--- src/iopig_regs.svh ---
// Function
// Board has two vector circuits, each with its own independent level.
// A setting picks the request lines a circuit drives when requesting.
// A setting picks the higher lines watched before taking a grant.
// Drive/watch: L4 4/5,6; L5 4,5/6; L6 4,6/7.
// Level 7 can never be selected; it belongs to the host.
// Grant taken only with a pending request and no watched line asserted.
// Slot in pass mode forwards the grant unchanged down the chain.
// Slot in no-pass mode routes the grant through its board.
// Empty and memory slots default to pass; all others to no-pass.
// Board identity follows its address setting; a lone board is first.
`ifndef IOPIG_REGS_SVH
`define IOPIG_REGS_SVH

// Request line bit positions within the 4-bit vector for levels 4..7
`define IOPIG_LINE4 0
`define IOPIG_LINE5 1
`define IOPIG_LINE6 2
`define IOPIG_LINE7 3

// Drive and watch masks per level, bit0 = line 4
`define IOPIG_DRV_L4 4'h1
`define IOPIG_WCH_L4 4'h6
`define IOPIG_DRV_L5 4'h3
`define IOPIG_WCH_L5 4'h4
`define IOPIG_DRV_L6 4'h5
`define IOPIG_WCH_L6 4'h8

// Number of slots with grant settings; defaults, bit set = pass
`define IOPIG_NSLOT 7
`define IOPIG_SLOT_PASS_DFLT 7'h3E

`endif

--- src/iopig_pkg.sv ---
package iopig_pkg;
    // Selectable levels only; level 7 has no encoding
    typedef enum logic [1:0] {
        IOPIG_LVL4 = 2'h0,
        IOPIG_LVL5 = 2'h1,
        IOPIG_LVL6 = 2'h2
    } iopig_level_t;

    // Per-vector request interface
    typedef struct packed {
        logic         req;
        iopig_level_t lvl;
    } iopig_vec_cfg_t;
endpackage

--- src/iopig_top.sv ---
`timescale 1ns/1ps
`include "iopig_regs.svh"
module iopig_top
    import iopig_pkg::*;
#(
    parameter int NSLOT = `IOPIG_NSLOT
)
(
    // Clock and reset
    input  wire logic             clock,
    input  wire logic             rst,
    // Vector requests from board logic
    input  wire iopig_vec_cfg_t   vec0_cfg,
    input  wire iopig_vec_cfg_t   vec1_cfg,
    output logic                  vec0_granted,
    output logic                  vec1_granted,
    // Backplane request lines, open drain, bit0 = line 4
    input  wire logic [3:0]       irq_in,
    output logic [3:0]            irq_out,
    output logic [3:0]            irq_oe,
    // Grant daisy chain
    input  wire logic             gnt_in,
    output logic                  gnt_out,
    // Slot grant settings, bit set = pass; strap overrides default
    input  wire logic [NSLOT-1:0] slot_pass_strap,
    input  wire logic             slot_strap_use,
    input  wire logic [2:0]       slot_sel,
    // Board identity
    input  wire logic             addr_second,
    input  wire logic             second_present,
    output logic                  io_processor_board_second
);
    logic [3:0]       irq_s1_r, irq_s2_r;
    logic             gnt_s1_r, gnt_s2_r;
    logic [NSLOT-1:0] strap_s1_r, strap_s2_r;
    logic             use_s1_r, use_s2_r;
    logic [2:0]       sel_s1_r, sel_s2_r;
    logic             addr_s1_r, addr_s2_r;
    logic             pres_s1_r, pres_s2_r;
    logic [NSLOT-1:0] pass_map;
    logic             slot_pass;
    logic             board_gnt;
    logic             g0_out, g1_out;
    logic [3:0]       d0, d1;
    logic             id_r, id_nxt;
    logic             gout_r, gout_nxt;

    // Two-stage sync of backplane inputs
    always_ff @(posedge clock or posedge rst)
    begin
        if (rst)
        begin
            irq_s1_r <= 4'h0;
            irq_s2_r <= 4'h0;
            gnt_s1_r <= 1'b0;
            gnt_s2_r <= 1'b0;
        end
        else
        begin
            irq_s1_r <= irq_in;
            irq_s2_r <= irq_s1_r;
            gnt_s1_r <= gnt_in;
            gnt_s2_r <= gnt_s1_r;
        end
    end

    // Strap pins: static, but a jumper move must not glitch the chain
    always_ff @(posedge clock or posedge rst)
    begin
        if (rst)
        begin
            strap_s1_r <= '0;
            strap_s2_r <= '0;
            use_s1_r   <= 1'b0;
            use_s2_r   <= 1'b0;
            sel_s1_r   <= 3'h0;
            sel_s2_r   <= 3'h0;
            addr_s1_r  <= 1'b0;
            addr_s2_r  <= 1'b0;
            pres_s1_r  <= 1'b0;
            pres_s2_r  <= 1'b0;
        end
        else
        begin
            strap_s1_r <= slot_pass_strap;
            strap_s2_r <= strap_s1_r;
            use_s1_r   <= slot_strap_use;
            use_s2_r   <= use_s1_r;
            sel_s1_r   <= slot_sel;
            sel_s2_r   <= sel_s1_r;
            addr_s1_r  <= addr_second;
            addr_s2_r  <= addr_s1_r;
            pres_s1_r  <= second_present;
            pres_s2_r  <= pres_s1_r;
        end
    end

    // Defaults: empty and memory slots pass
    assign pass_map  = use_s2_r ? strap_s2_r
                     : NSLOT'(`IOPIG_SLOT_PASS_DFLT);
    assign slot_pass = (int'(sel_s2_r) < NSLOT) ? pass_map[sel_s2_r] : 1'b1;
    assign board_gnt = slot_pass ? 1'b0 : gnt_s2_r;

    // Two independent circuits, vector 0 nearer the grant
    iopig_vector u_vec0 (
        .clock     (clock),
        .rst       (rst),
        .cfg       (vec0_cfg),
        .granted   (vec0_granted),
        .irq_sync  (irq_s2_r),
        .gnt_in    (board_gnt),
        .gnt_out   (g0_out),
        .irq_drive (d0)
    );
    iopig_vector u_vec1 (
        .clock     (clock),
        .rst       (rst),
        .cfg       (vec1_cfg),
        .granted   (vec1_granted),
        .irq_sync  (irq_s2_r),
        .gnt_in    (g0_out),
        .gnt_out   (g1_out),
        .irq_drive (d1)
    );

    // Open drain: drive low-active line by enable only
    assign irq_out = 4'h0;
    assign irq_oe  = d0 | d1;

    // Next grant out and identity
    always_comb
    begin
        gout_nxt = slot_pass ? gnt_s2_r : g1_out;
        id_nxt   = addr_s2_r && pres_s2_r;
    end

    // Registered grant and identity; lone board is first
    always_ff @(posedge clock or posedge rst)
    begin
        if (rst)
        begin
            gout_r <= 1'b0;
            id_r   <= 1'b0;
        end
        else
        begin
            gout_r <= gout_nxt;
            id_r   <= id_nxt;
        end
    end

    assign gnt_out                   = gout_r;
    assign io_processor_board_second = id_r;

    property p_pass;
        @(posedge clock) disable iff (rst)
        slot_pass |=> gnt_out == $past(gnt_s2_r);
    endproperty
    a_pass: assert property (p_pass)
        else $error("pass mode altered grant");

    property p_lone;
        @(posedge clock) disable iff (rst)
        !pres_s2_r |=> !io_processor_board_second;
    endproperty
    a_lone: assert property (p_lone)
        else $error("lone board not first");

    property p_nopass_kept;
        @(posedge clock) disable iff (rst)
        !slot_pass && (vec0_granted || vec1_granted) |=> !gnt_out;
    endproperty
    a_nopass_kept: assert property (p_nopass_kept)
        else $error("kept grant forwarded");

    // No-pass slot with nothing pending hands the grant on
    property p_nopass_fwd;
        @(posedge clock) disable iff (rst)
        !slot_pass && gnt_s2_r && !vec0_cfg.req && !vec1_cfg.req
            && !vec0_granted && !vec1_granted |=> gnt_out;
    endproperty
    a_nopass_fwd: assert property (p_nopass_fwd)
        else $error("idle board swallowed the grant");

    // Only one circuit may own the grant at a time
    property p_one_owner;
        @(posedge clock) disable iff (rst)
        !(vec0_granted && vec1_granted);
    endproperty
    a_one_owner: assert property (p_one_owner)
        else $error("both vectors hold the grant");

    // Line 7 belongs to the host; this board never pulls it
    property p_oe_no_l7;
        @(posedge clock) disable iff (rst)
        !irq_oe[`IOPIG_LINE7];
    endproperty
    a_oe_no_l7: assert property (p_oe_no_l7)
        else $error("line 7 pulled");

    // No request pending, no line pulled
    property p_oe_idle;
        @(posedge clock) disable iff (rst)
        !vec0_cfg.req && !vec1_cfg.req |-> irq_oe == 4'h0;
    endproperty
    a_oe_idle: assert property (p_oe_idle)
        else $error("line pulled with no request");

    // Pass mode keeps the grant away from both circuits
    property p_pass_bypass;
        @(posedge clock) disable iff (rst)
        slot_pass && !vec0_granted && !vec1_granted
            |=> !(vec0_granted || vec1_granted);
    endproperty
    a_pass_bypass: assert property (p_pass_bypass)
        else $error("circuit took a passed grant");

    // Slot 0 carries a requesting board: no-pass by default
    property p_dflt_slot0;
        @(posedge clock) disable iff (rst)
        !use_s2_r && sel_s2_r == 3'h0 |-> !slot_pass;
    endproperty
    a_dflt_slot0: assert property (p_dflt_slot0)
        else $error("default slot 0 passes the grant");

    // First identity whenever the address setting says first
    property p_addr_first;
        @(posedge clock) disable iff (rst)
        !addr_s2_r |=> !io_processor_board_second;
    endproperty
    a_addr_first: assert property (p_addr_first)
        else $error("second identity without second address");

    c_pass: cover property (@(posedge clock) disable iff (rst)
        slot_pass && gnt_s2_r);
    c_g1: cover property (@(posedge clock) disable iff (rst) vec1_granted);
    c_sec: cover property (@(posedge clock) disable iff (rst)
        io_processor_board_second);
    c_fwd: cover property (@(posedge clock) disable iff (rst)
        !slot_pass && gnt_out);
endmodule

--- src/iopig_vector.sv ---
`timescale 1ns/1ps
`include "iopig_regs.svh"
module iopig_vector
    import iopig_pkg::*;
(
    // Clock and reset
    input  wire logic           clock,
    input  wire logic           rst,
    // User side
    input  wire iopig_vec_cfg_t cfg,
    output logic                granted,
    // Chain side, synchronised request lines and grant
    input  wire logic [3:0]     irq_sync,
    input  wire logic           gnt_in,
    output logic                gnt_out,
    output logic [3:0]          irq_drive
);
    typedef enum {VS_IDLE, VS_HOLD} iopig_vst_t;
    iopig_vst_t  st_r, st_nxt;
    logic [3:0]  watch;
    logic        take;
    logic        legal;

    // Level decode; illegal code drives nothing
    always_comb
    begin
        legal = 1'b1;
        unique case (cfg.lvl)
            IOPIG_LVL4:
            begin
                irq_drive = `IOPIG_DRV_L4;
                watch     = `IOPIG_WCH_L4;
            end
            IOPIG_LVL5:
            begin
                irq_drive = `IOPIG_DRV_L5;
                watch     = `IOPIG_WCH_L5;
            end
            IOPIG_LVL6:
            begin
                irq_drive = `IOPIG_DRV_L6;
                watch     = `IOPIG_WCH_L6;
            end
            default:
            begin
                irq_drive = 4'h0; // no level 7
                watch     = 4'hF;
                legal     = 1'b0;
            end
        endcase
        if (!cfg.req)
        begin
            irq_drive = 4'h0;
        end
    end

    // Capture only if pending and no watched higher line active
    // Illegal code must never take, even with every line quiet
    assign take    = gnt_in && cfg.req && legal
                     && ((irq_sync & watch) == 4'h0);
    assign gnt_out = gnt_in && !take && (st_r == VS_IDLE);

    // Hold grant until the grant drops
    always_comb
    begin
        st_nxt = st_r;
        unique case (st_r)
            VS_IDLE: if (take) st_nxt = VS_HOLD;
            VS_HOLD: if (!gnt_in) st_nxt = VS_IDLE;
        endcase
    end

    always_ff @(posedge clock or posedge rst)
    begin
        if (rst)
            st_r <= VS_IDLE;
        else
            st_r <= st_nxt;
    end

    assign granted = (st_r == VS_HOLD);

    property p_no_l7;
        @(posedge clock) disable iff (rst)
        !irq_drive[`IOPIG_LINE7];
    endproperty
    a_no_l7: assert property (p_no_l7) else $error("line 7 driven");

    property p_take_blocks;
        @(posedge clock) disable iff (rst)
        (gnt_in && st_r == VS_IDLE && cfg.req && (irq_sync & watch) != 4'h0)
            |-> gnt_out;
    endproperty
    a_take_blocks: assert property (p_take_blocks)
        else $error("grant kept despite higher line");

    property p_hold;
        @(posedge clock) disable iff (rst)
        take && st_r == VS_IDLE |=> granted;
    endproperty
    a_hold: assert property (p_hold) else $error("grant not held");

    property p_l4;
        @(posedge clock) disable iff (rst)
        cfg.req && cfg.lvl == IOPIG_LVL4 |-> irq_drive == 4'h1;
    endproperty
    a_l4: assert property (p_l4) else $error("level 4 lines wrong");

    property p_l6;
        @(posedge clock) disable iff (rst)
        cfg.req && cfg.lvl == IOPIG_LVL6 |-> irq_drive == 4'h5;
    endproperty
    a_l6: assert property (p_l6) else $error("level 6 lines wrong");

    c_take: cover property (@(posedge clock) disable iff (rst) take);
endmodule

--- config.mk ---
export PLATFORM = sky130hd
export DESIGN_NAME = iopig_top
export DESIGN_NICKNAME = d
export VERILOG_FILES = /design/src/iopig_pkg.sv /design/src/iopig_top.sv /design/src/iopig_vector.sv
export VERILOG_INCLUDE_DIRS = /design/src
export SDC_FILE = /design/constraint.sdc
export NUM_CORES = 1
export LEC_CHECK = 0
export BUFFER_PORTS_ARGS = -buffer_cell sky130_fd_sc_hd__buf_2
export CAP_MARGIN = 40
export CORE_MARGIN = 8
export CORE_UTILIZATION = 44
export CTS_CLUSTER_SIZE = 40
export DETAILED_ROUTE_END_ITERATION = 8
export PLACE_DENSITY = 0.8
export REMOVE_ABC_BUFFERS = 1
export SYNTH_ARGS = -nofsm -noshare
export SYNTH_HDL_FRONTEND = slang
export SYNTH_SLANG_ARGS = --single-unit
--- constraint.sdc ---
create_clock -name clock -period 1.6 [get_ports clock]
set_input_delay 0.32 -clock clock [delete_from_list [all_inputs] [get_ports clock]]
set_output_delay 0.32 -clock clock [all_outputs]
set_load 0.05 [all_outputs]
* Word-level counts from Yosys, hierarchy flattened
Index checks and enable logic that the tools add are counted.
W data, S select, Z words.
** Word-level totals
- Bits in registers :: 102
- Input port bits :: 26
- Output and inout port bits :: 12
- Word-level logic and storage cells :: 80
** Operators by class
- $lt $le $gt $ge :: 2
- Equal/unequal tests :: 12
- Mux-type cells :: 20
- Bitwise logic cells :: 3
- Reductions and logical operators :: 25
** Operators with widths (number)
- $logic_not A32 Y1 :: 4
- $mux W32 :: 4
- $pmux W32 S2 :: 2
- $eq A32 B1 Y1 const B :: 2
- $eq A32 B2 Y1 const B :: 2
- $pmux W4 S3 :: 2
- $pmux W3 S3 :: 2
- $logic_and A1 B1 Y1 :: 11
- $and A4 B4 Y4 :: 2
- $logic_not A4 Y1 :: 2
- $mux W7 :: 1
- $mux W1 :: 6
- $mux W3 :: 2
- $reduce_or A3 Y1 :: 2
- $eq A2 B1 Y1 const B :: 2
- $eq A2 B2 Y1 const B :: 2
- $logic_not A2 Y1 :: 2
- $lt A3 B4 Y1 const B :: 1
- $ne A2 B1 Y1 const B :: 2
- $ne A2 B2 Y1 const B :: 2
- $or A4 B4 Y4 :: 1
- $reduce_and A2 Y1 :: 2
- $bmux W1 S3 :: 1
- $lt A3 B3 Y1 const B :: 1
- $logic_not A1 Y1 :: 2

* Depth between registers and ports, before layout
Gate-level depths: netlist of run 1.
- Word-level depth :: 18
- Depth in mapped cells :: 6
- Mapped depth without buffers :: 6

* Cells and area by module
Synthesis of run 1 repeated with hierarchy kept, for this count alone.
** Unflattened totals
- Cell total of the unflattened synthesis :: 104
- Area, all modules :: 1520.2 um2
** By module, submodules not included
- iopig_top :: instances 1, cells each 64, area an instance 1159.9 um2, seq. area each 950.9 um2
- iopig_vector :: instances 2, cells each 20, area an instance 180.2 um2, seq. area each 25.0 um2

* Worst setup path after synthesis of run 1
No wires, ideal clock.
- Path type :: reg2reg
- From :: reg sel_s2_r[1]
- To :: reg u_vec1.st_r[0]
- Library setup time :: 0.068 ns
- Arrival :: 1.433 ns
- Data required time :: 1.532 ns
- Setup slack :: 0.099 ns
- Stages on the path, launching flop included :: 5
- Path buffers :: 0
- Period minus slack after synthesis :: 1.501 ns
- Cells stage by stage :: dfrtp_1 > mux2_4 > or3_1 > a32oi_1 > and4_1
** Between the ends
- Cells in the longest elaborated chain, start to end :: 15
- Elaborated cells on any way between the ends :: 17
- Those cells by class :: order compare: 1; eq/ne: 2; mux: 4; reduce/logical: 10
** RTL lines
- start: declaration :: RTL line iopig_top.sv:37 : logic [2:0] sel_s1_r, sel_s2_r;
- start signal: assignment :: RTL line iopig_top.sv:90 : sel_s2_r <= sel_s1_r;
- $bmux W1 S3 :: RTL line iopig_top.sv:101 : assign slot_pass = (int'(sel_s2_r) < NSLOT) ? pass_map[sel_s2_r] : 1'b1;
- $mux W1 (not written as such) :: RTL line iopig_top.sv:101
- $mux W1 (*) :: RTL line iopig_top.sv:101
- $mux W1 (*) :: RTL line iopig_top.sv:102 : assign board_gnt = slot_pass ? 1'b0 : gnt_s2_r;
- $logic_and A1 B1 Y1 (2 in series) :: RTL line iopig_vector.sv:59 : assign take = gnt_in && cfg.req && legal
- $logic_and A1 B1 Y1 :: RTL line iopig_vector.sv:60 : && ((irq_sync & watch) == 4'h0);
- $logic_not A1 Y1 :: RTL line iopig_vector.sv:61 : assign gnt_out = gnt_in && !take && (st_r == VS_IDLE);
- $logic_and A1 B1 Y1 (*) (2 in series) :: RTL line iopig_vector.sv:61
- $logic_and A1 B1 Y1 (2 in series) :: RTL line iopig_vector.sv:59
- $logic_and A1 B1 Y1 :: RTL line iopig_vector.sv:60
- $ne A2 B1 Y1 (no source line)
- $reduce_and A2 Y1 (no source line) (*)
- end signal: assignment :: RTL line iopig_vector.sv:78 : st_r <= st_nxt;
- end: declaration :: RTL line iopig_vector.sv:19 : iopig_vst_t st_r, st_nxt;
Mark *: on every way between the ends. The rest lies on a longest branch, timed or not. The select of a mux whose other input is x is not followed.
A chain may end at the register's enable or synchronous reset.

* Worst setup path after layout of run 1
- From :: reg sel_s2_r[1]
- To :: reg u_vec0.st_r[0]
** Between the ends
- Cells in the longest elaborated chain, start to end :: 9
- Elaborated cells on any way between the ends :: 11
- Those cells by class :: order compare: 1; eq/ne: 2; mux: 4; reduce/logical: 4
** RTL lines (RTL line)
- $bmux W1 S3 :: iopig_top.sv:101
- $mux W1 (not written as such) :: iopig_top.sv:101
- $mux W1 (*) :: iopig_top.sv:101
- $mux W1 (*) :: iopig_top.sv:102
- $logic_and A1 B1 Y1 (2 in series) :: iopig_vector.sv:59
- $logic_and A1 B1 Y1 :: iopig_vector.sv:60
- $ne A2 B1 Y1 (no source line)
- $reduce_and A2 Y1 (no source line) (*)
- end signal: assignment :: iopig_vector.sv:78
- end: declaration :: iopig_vector.sv:19
Marked as above.

==> impl_metrics.yaml, run 1 <==
outcome:
  status: "complete, no violations"
cts:
  htree_num_levels: 2
  cts_sinks: 38
  cts_made_buffers: 5
  cts_setup_buffers: 0
  clk_pin_slew_ps: 100
  clock_latency_ps: 320
  cts_buffer_depth: 2
  cts_root_buf: "clkbuf_4"
  postCtsHoldBufs: 0
  cts_tree: "done"
yosys:
  yosysSeqAreaShare: 0.714
  avgSynthCellArea_um2: 15.1
  synth_fa_ha_area_frac: 0.0751
  synth_compound_area_frac: 0.0498
  synth_edf_count: 0
  ys_ff_latch: 38
  synth_cell_types: 27
  async_flop_share: 1.00
  synth_area_mm2: 0.00133
  synth_top_family_by_area: "simple AND/OR/NAND/NOR gates"
  synth_most_common_cell: "dfrtp_1"
  synthMuxAreaShare: 0.0188
  yosys.area_share.simple: 0.0826
  syn_inst: 88
  synth_xor_area_frac: 0.00657
  netlist_top_cells_count: "dfrtp_1, ha_1, inv_1, buf_4"
  yosys_warnings: 0
  ys.flop_type: "dfrtp_1"
  yosysTopAreaCellShare: 0.714
  synthTopCellsByArea: "dfrtp_1, ha_1, buf_4, inv_1, a22o_1"
  synth_largest_area_cell: "dfrtp_1"
critical_path:
  critPathTopFamily: "simple AND/OR/NAND/NOR gates"
  crit_path_end_kind: "register"
  crit_type: "register to register"
  worstPathCellList: "mux2_4 > or3_4 > a32oi_2 > and3b_2"
  worstSetupStartpointType: "register"
  cp_slowest_cell: "dfrtp_1"
  crit_required_ps: 1870
  path_buf_inv: 0
  critPathMaxStageDelay_ps: 420
  crit_fanout: 3
  critPathArrivalTime_ps: 1790
timing:
  finalMaxSlewViolations: 0
  finalCritPeriodShare: 0.946
  tns_ps: 0
  finalHoldViolCount: 0
  finalSetupViolCount: 0
  worst_slack_ps: 85.9
  rsz0062_at_grt: "no"
  period_minus_slack_ps: 1510
  fmax_mhz: 660
  finalClockSkew_ps: 4.03
  hold-worst-slack_ps: 77.4
global_route:
  grt_pass1_wl_um: 3220
  busiest_layer: "met2"
  grtUsageMet1: 0.0772
  antenna_found_initial: 0
  overflow: 0
  grt_pass1_vias: 818
  grt_start_max_net_pins: 39
  gr-usage-met3: 0.0381
  grt_use_met2: 0.149
  track_usage: 0.0813
die:
  core-area_mm2: 0.00298
  die_w_um: 71.0
  start_util: 0.447
  dieHeight_um: 71.0
  rows: 20
  die-area_mm2: 0.00505
  io_pins: 38
placement:
  portBuffers: 31
  place_area_mm2: 0.00152
  place.gp.congestion: 0.808
  post-place-ws_ps: 59.6
power:
  p_int_w: 0.00160
  worst_ir_drop_vdd_mv: 0.992
  power_frac_seq: 0.508
  power_density_mw_per_mm2: 1220
  p_leak_nw: 0.849
  p_clk_frac: 0.399
  p_sw_w: 0.000418
  p_sw_frac: 0.207
  combPwrFrac: 0.093
drt:
  firstDrtPassIters: 2
  drt_iter0_drc: 7
  via_per_inst: 4.62
  post_drt_wl_per_cell_um: 12.0
  vias: 744
  drt-total-wl_um: 1930
  ant_nets: 0
  drc: 0
final_layout:
  diodes: 0
  fin_nets: 161
  drive_gt1_frac: 0.375
  fillers: 239
  area_delta_synth_final_pct: 23.8
  final_util: 0.554
  final_cell_area_mm2: 0.00165
min_path:
  hp-class: "input port to asynchronous set/reset pin"
job:
  maxCapViolations: 0
registers in the layout, summed over array words and instances, names as in the netlist, 3 cells and up:
signal / count
irq_s1_r: 3
sel_s1_r: 3
sel_s2_r: 3
strap_s2_r: 7
strap_s1_r: 7
irq_s2_r: 3
layout make-up:
class	count	area (µm²)	share of cell area
repair buffers	33	170	0.103
clock buffers	6	51.3	0.0311
clock inverters	2	60.1	0.0364
inverters	8	30.0	0.0182
multi-input cells	41	345	0.209
flip-flops and latches	38	951	0.577
well taps	33	41.3	0.0250
stage by stage:
step	instances	power [W]
after floorplan	87	0.00116
after global placement	153	0.00122
after global routing	161	0.00211
after detailed placement	153	0.00123
final	161	0.00202
after CTS	161	0.00204
path summary, 6_finish.rpt:
check | end | depth (start not counted) | from | slack [ps]
setup / recovery | u_vec0.st_r[0] | 4 | sel_s2_r[1] | 90
hold / removal | irq_s2_r[2] | 3 | rst | 80
setup reg to reg | u_vec0.st_r[0] | 4 | sel_s2_r[1] | 90
hold reg to reg | irq_s2_r[1] | 0 | irq_s1_r[1] | 350
max in group asynchronous | gnt_s1_r | 3 | rst | 1210
min in group clock | strap_s1_r[2] | 1 | slot_pass_strap[2] | 90
power groups by stage:
stage          sequential, W  combinational [W]  clock [W]
5_1_grt              0.00103           0.000207   0.000871
3_5_place_dp         0.00105           0.000185          0
3_3_place_gp         0.00104           0.000179          0
6_report             0.00103           0.000188   0.000806
2_1_floorplan        0.00106           0.000106          0
4_1_cts              0.00103           0.000186   0.000831
metal layers:
layer  wire length, µm  part of all wire
met2               980              0.51
met1               813              0.42
met5                 0                 0
met4                20             0.010
met3               114             0.059
cell families (layout without fill, tap and decap cells):
group,count (synthesis),count (layout)
multiplexers,2,2
other,1,5
XOR/XNOR,1,1
AO/OA/AOI/OAI,9,9
adder cells (fa/ha/maj),8,8
AND/OR/NAND/NOR,16,16
flip-flops,38,38
buffers and inverters,13,49
cells in the final DEF, fill, tap and decap left out, drive strengths merged, types with 2 or more instances in the layout:
cell | netlist | routed
clkbuf | 0 | 6
nor2b | 2 | 2
dfrtp | 38 | 38
a22o | 2 | 2
inv | 8 | 8
nand2 | 3 | 3
o21ai | 3 | 3
bufinv | 0 | 2
buf | 5 | 33
conb | 1 | 5
ha | 8 | 8
worst register-to-register path, stage by stage, from the launching register on:
cell and delay [ps]:
dfrtp_1 420, mux2_4 300, or3_4 330, a32oi_2 210, and3b_2 200
timing repair:
item	in CTS	in global routing
setup endpoints to repair	0	3
endpoints found under the hold margin	0	0
resized for setup	0	3
No activity file was read; power rests on OpenSTA's default activity.
==> run 2: changes to the inputs <==
--- a/config.mk
+++ b/config.mk
@@ -6,13 +6,14 @@
 export SDC_FILE = /design/constraint.sdc
 export NUM_CORES = 1
 export LEC_CHECK = 0
+export ABC_AREA = 1
 export BUFFER_PORTS_ARGS = -buffer_cell sky130_fd_sc_hd__buf_2
 export CAP_MARGIN = 40
 export CORE_MARGIN = 8
-export CORE_UTILIZATION = 44
+export CORE_UTILIZATION = 45
 export CTS_CLUSTER_SIZE = 40
 export DETAILED_ROUTE_END_ITERATION = 8
-export PLACE_DENSITY = 0.8
+export PLACE_DENSITY = 0.81
 export REMOVE_ABC_BUFFERS = 1
 export SYNTH_ARGS = -nofsm -noshare
 export SYNTH_HDL_FRONTEND = slang
==> impl_metrics.yaml, run 2 <==
die:
  dieHeight_um: 70.7
  die-area_mm2: 0.00499
  io_pins: 38
  start_util: 0.456
  core-area_mm2: 0.00295
  die_w_um: 70.7
  rows: 20
min_path:
  hp-class: "input port to asynchronous set/reset pin"
drt:
  firstDrtPassIters: 4
  post_drt_wl_per_cell_um: 11.1
  via_per_inst: 4.49
  drt-total-wl_um: 2020
  ant_nets: 0
  drc: 0
  vias: 818
  drt_iter0_drc: 28
power:
  worst_ir_drop_vdd_mv: 0.634
  power_density_mw_per_mm2: 1040
  p_leak_nw: 0.862
yosys:
  yosysSeqAreaShare: 0.707
  yosysTopAreaCellShare: 0.707
  synthTopCellsByArea: "dfrtp_1, ha_1, inv_1, nor2_1, nand2_1"
  ys.flop_type: "dfrtp_1"
  ys_ff_latch: 38
  avgSynthCellArea_um2: 12.1
  synth_edf_count: 0
  synth_area_mm2: 0.00135
  syn_inst: 111
  synth_largest_area_cell: "dfrtp_1"
  async_flop_share: 1.00
  yosys_warnings: 0
  synth_most_common_cell: "dfrtp_1"
  netlist_top_cells_count: "dfrtp_1, inv_1, nor2_1, nand2_1, ha_1"
  synth_cell_types: 15
final_layout:
  multi_input_area_um2: 315
  final_cell_area_mm2: 0.00157
  mostFrequentLayoutCells: "dfrtp_1, buf_2, inv_1, nor2_1, nand2_1"
  drive_gt1_frac: 0.282
  area_delta_synth_final_pct: 17.0
  layout_commonest_cell: "dfrtp_1"
  fillers: 257
  diodes: 0
  regArea_um2: 951
  fin_nets: 183
  top_regs: "strap_s1_r: 7 flops, strap_s2_r: 7 flops"
global_route:
  grt_start_max_net_pins: 39
  overflow: 0
  grt_use_met2: 0.153
  busiest_layer: "met2"
  antenna_found_initial: 0
  grt_pass1_vias: 855
  grtUsageMet1: 0.0715
  grt_pass1_wl_um: 3350
  track_usage: 0.0863
  gr-usage-met3: 0.0551
placement:
  portBuffers: 31
  dp_hpwl_um: 1620
  place_area_mm2: 0.00153
  place.gp.congestion: 0.815
cts:
  clk_pin_slew_ps: 100
  cts_root_buf: "clkbuf_4"
  cts_buffer_depth: 2
  cts_setup_buffers: 0
  clock_latency_ps: 330
  cts_sinks: 38
  cts_tree: "done"
  postCtsHoldBufs: 0
  cts_resized: 0
  cts_made_buffers: 5
  htree_num_levels: 2
timing:
  finalHoldViolCount: 0
  rsz0062_at_grt: "no"
  fmax_mhz: 681
  finalClockSkew_ps: 6.78
  finalSetupViolCount: 0
  finalCritPeriodShare: 0.918
  finalMaxSlewViolations: 0
  period_minus_slack_ps: 1470
  tns_ps: 0
critical_path:
  crit_fanout: 3
  crit_path_end_kind: "output pin"
  crit_type: "input port to output pin"
  crit_required_ps: 1280
  worstSetupStartpointType: "input port"
  critPathArrivalTime_ps: 1150
job:
  maxCapViolations: 0
outcome:
  status: "complete, no violations"
[run 2: cell count changes in the layout (fill, tap and decap cells not counted), moves of 2 or more]
cell	change
a21oi_1	+2
bufinv_16	-2
clkinv_2	+2
inv_1	+7
nand2_1	+11
nand2_2	+2
nand3_1	+3
nor2_1	+15
nor2b_1	-2
[run 2: worst max-delay path: stages]
cell and delay [ps]:
buf_2 110, ha_1 220, o22ai_1 200, buf_2 300
[run 2: report_power, final]
group	internal, W	switching (W)	leakage, nW
sequential	0.00101	0.0000184	0.449
clock	0.000158	0.000269	0.0308
combinational	0.0000560	0.000130	0.383
[run 2: path summary, 6_finish.rpt]
path	startpoint	to	slack, ps	depth (start not counted)
worst max register to register	sel_s2_r[2]	u_vec1.st_r[0]	500	9
max in group asynchronous	rst	strap_s1_r[2]	1230	3
worst max-delay path	vec0_cfg[0]	irq_oe[0]	130	4
min in group clock	slot_sel[0]	sel_s1_r[0]	90	1
worst min-delay path	rst	sel_s1_r[0]	70	3
worst min register to register	strap_s1_r[4]	strap_s2_r[4]	360	0
[run 2: metal layers]
metal	up-vias	part of all wire
met3	6	0.11
met1	378	0.37
met2	34	0.49
met4	0	0.023
li1	400	-
met5	-	0
[run 2: logic make-up after synthesis]
family	count (synthesis)	synth area share
AO/OA/AOI/OAI	8	0.0363
adder cells (fa/ha/maj)	8	0.0744
buffers and inverters	20	0.0698
flip-flops	38	0.707
other	1	0.00279
AND/OR/NAND/NOR	36	0.110
[run 2: final cells by class]
cell class / instances / area share
Multi-Input combinational cell: 57 / 0.200
Sequential cell: 38 / 0.604
Tap cell: 33 / 0.0262
Clock inverter: 2 / 0.00636
Inverter: 15 / 0.0358
Timing Repair Buffer: 32 / 0.103
Clock buffer: 5 / 0.0238
[run 2: per-stage QoR]
step                      utilization  total power [W]  worst slack, ps  hold WS [ps]  cells
after CTS                       0.533          0.00166              115          62.7    182
after detailed placement        0.517          0.00123              120           336    175
after floorplan                     -          0.00117            -32.7           331    110
after global routing            0.533          0.00172             59.7          56.3    182
final                           0.533          0.00164              131          67.3    182
after global placement          0.517          0.00122              196           333    175
==> run 3: changes to the inputs <==
--- a/config.mk
+++ b/config.mk
@@ -9,7 +9,7 @@
 export ABC_AREA = 1
 export BUFFER_PORTS_ARGS = -buffer_cell sky130_fd_sc_hd__buf_2
 export CAP_MARGIN = 40
-export CORE_MARGIN = 8
+export CORE_MARGIN = 2
 export CORE_UTILIZATION = 45
 export CTS_CLUSTER_SIZE = 40
 export DETAILED_ROUTE_END_ITERATION = 8
==> constraint.sdc (replaced) <==
create_clock -name clock -period 1.6 [get_ports clock]
set_input_delay 0.16 -clock clock [delete_from_list [all_inputs] [get_ports clock]]
set_output_delay 0.16 -clock clock [all_outputs]
set_load 0.05 [all_outputs]
==> impl_metrics.yaml, run 3 (synthesis gave the netlist of run 2 again) <==
cts:
  cts_made_buffers: 5
  cts_setup_buffers: 0
  clk_pin_slew_ps: 100
  cts_resized: 0
  cts_buffer_depth: 2
  htree_num_levels: 2
  cts_tree: "done"
  cts_root_buf: "clkbuf_4"
  cts_sinks: 38
  clock_latency_ps: 320
  postCtsHoldBufs: 18
final_layout:
  fillers: 215
  top_regs: "strap_s1_r: 7 flops, strap_s2_r: 7 flops"
  diodes: 0
  mostFrequentLayoutCells: "dfrtp_1, buf_2, dlygate4sd3_1"
  fin_nets: 201
  drive_gt1_frac: 0.247
  area_delta_synth_final_pct: 30.5
  layout_commonest_cell: "dfrtp_1"
outcome:
  violations: "design-rule violations"
  status: "finished with violations"
min_path:
  hp-class: "register to register"
drt:
  ant_nets: 0
  firstDrtPassIters: 5
  drc: 5
  drt-total-wl_um: 1880
  via_per_inst: 4.42
  vias: 870
  post_drt_wl_per_cell_um: 9.55
  drt_iter0_drc: 22
die:
  rows: 19
  io_pins: 38
  dieHeight_um: 58.7
  core-area_mm2: 0.00281
  die-area_mm2: 0.00344
  start_util: 0.479
  die_w_um: 58.7
critical_path:
  crit_path_end_kind: "output pin"
  critPathMaxStageDelay_ps: 380
  crit_required_ps: 1440
  critPathArrivalTime_ps: 980
  crit_type: "register to output pin"
  path_buf_inv: 1
  critPathTopFamily: "flip-flops"
  cp_slowest_cell: "dfrtp_1"
  worstPathCellList: "buf_2"
  worstSetupStartpointType: "register"
  crit_fanout: 3
global_route:
  grt_pass1_wl_um: 3360
  antenna_found_initial: 0
  grt_start_max_net_pins: 39
  overflow: 0
  grt_pass1_vias: 831
  track_usage: 0.133
timing:
  finalMaxSlewViolations: 0
  fmax_mhz: 879
  finalSetupViolCount: 0
  finalCritPeriodShare: 0.711
  period_minus_slack_ps: 1140
  tns_ps: 0
  finalClockSkew_ps: 11.5
  rsz0062_at_grt: "no"
  finalHoldViolCount: 0
power:
  power_density_mw_per_mm2: 964
  p_leak_nw: 0.937
  p_total_w: 0.00169
  worst_ir_drop_vdd_mv: 0.605
placement:
  dp_hpwl_um: 1250
  portBuffers: 31
  place.gp.congestion: 0.802
job:
  maxCapViolations: 0
[run 3: changes by cell type in the layout (fill, tap and decap cells not counted), sizes merged]
cell         previous run  this run
dlygate4sd3             0        18
clkinv                  2         0
clkbuf                  5         6
[run 3: routing by layer]
metal	track usage	share of wire	up-vias
met5	0	0	-
met4	0.0487	0.0080	0
met3	0.0549	0.078	3
met2	0.238	0.54	32
met1	0.141	0.38	400
li1	-	-	435
[run 3: path summary, 6_finish.rpt]
kind / startpoint / endpoint / slack, ps / cells after the start
worst max-delay path: u_vec1.st_r[0] / vec1_granted / 460 / 1
worst min-delay path: strap_s1_r[4] / strap_s2_r[4] / 340 / 0
worst max register to register: sel_s2_r[1] / u_vec0.st_r[0] / 510 / 9
worst min register to register: strap_s1_r[4] / strap_s2_r[4] / 340 / 0
max in group asynchronous: rst / addr_s2_r / 820 / 4
min in group asynchronous: rst / strap_s1_r[6] / 460 / 4
[run 3: worst register-to-register path, stage by stage, from the launching register on]
cell	delay (ps)
dfrtp_1	430
nor2_2	170
nand2_1	70
nand2_1	60
inv_1	30
nand2_1	40
nand2_1	50
nand2_2	60
nand2_2	50
nor2_1	70
[run 3: through the flow]
stage	util	hold slack [ps]	cells	worst slack (ps)	cell area (µm²)
final	0.626	345	197	462	1760
after global routing	0.626	360	197	347	1760
after CTS	0.626	353	197	452	1760
after detailed placement	0.543	269	173	403	1520
after global placement	0.543	267	173	451	1520
after floorplan	-	191	110	287	1320
[run 3: cell type report]
type / instances / area (µm²) / area share
well taps: 31 / 38.8 / 0.0221
inverters: 15 / 56.3 / 0.0321
flip-flops and latches: 38 / 951 / 0.542
clock buffers: 6 / 51.3 / 0.0292
multi-input cells: 57 / 315 / 0.180
repair buffers: 50 / 343 / 0.195
[run 3: where the power goes]
part	internal [W]	switching, W	total, W
Combinational	0.0000842	0.000133	0.000217
Clock	0.000198	0.000253	0.000451
Sequential	0.00101	0.0000173	0.00102
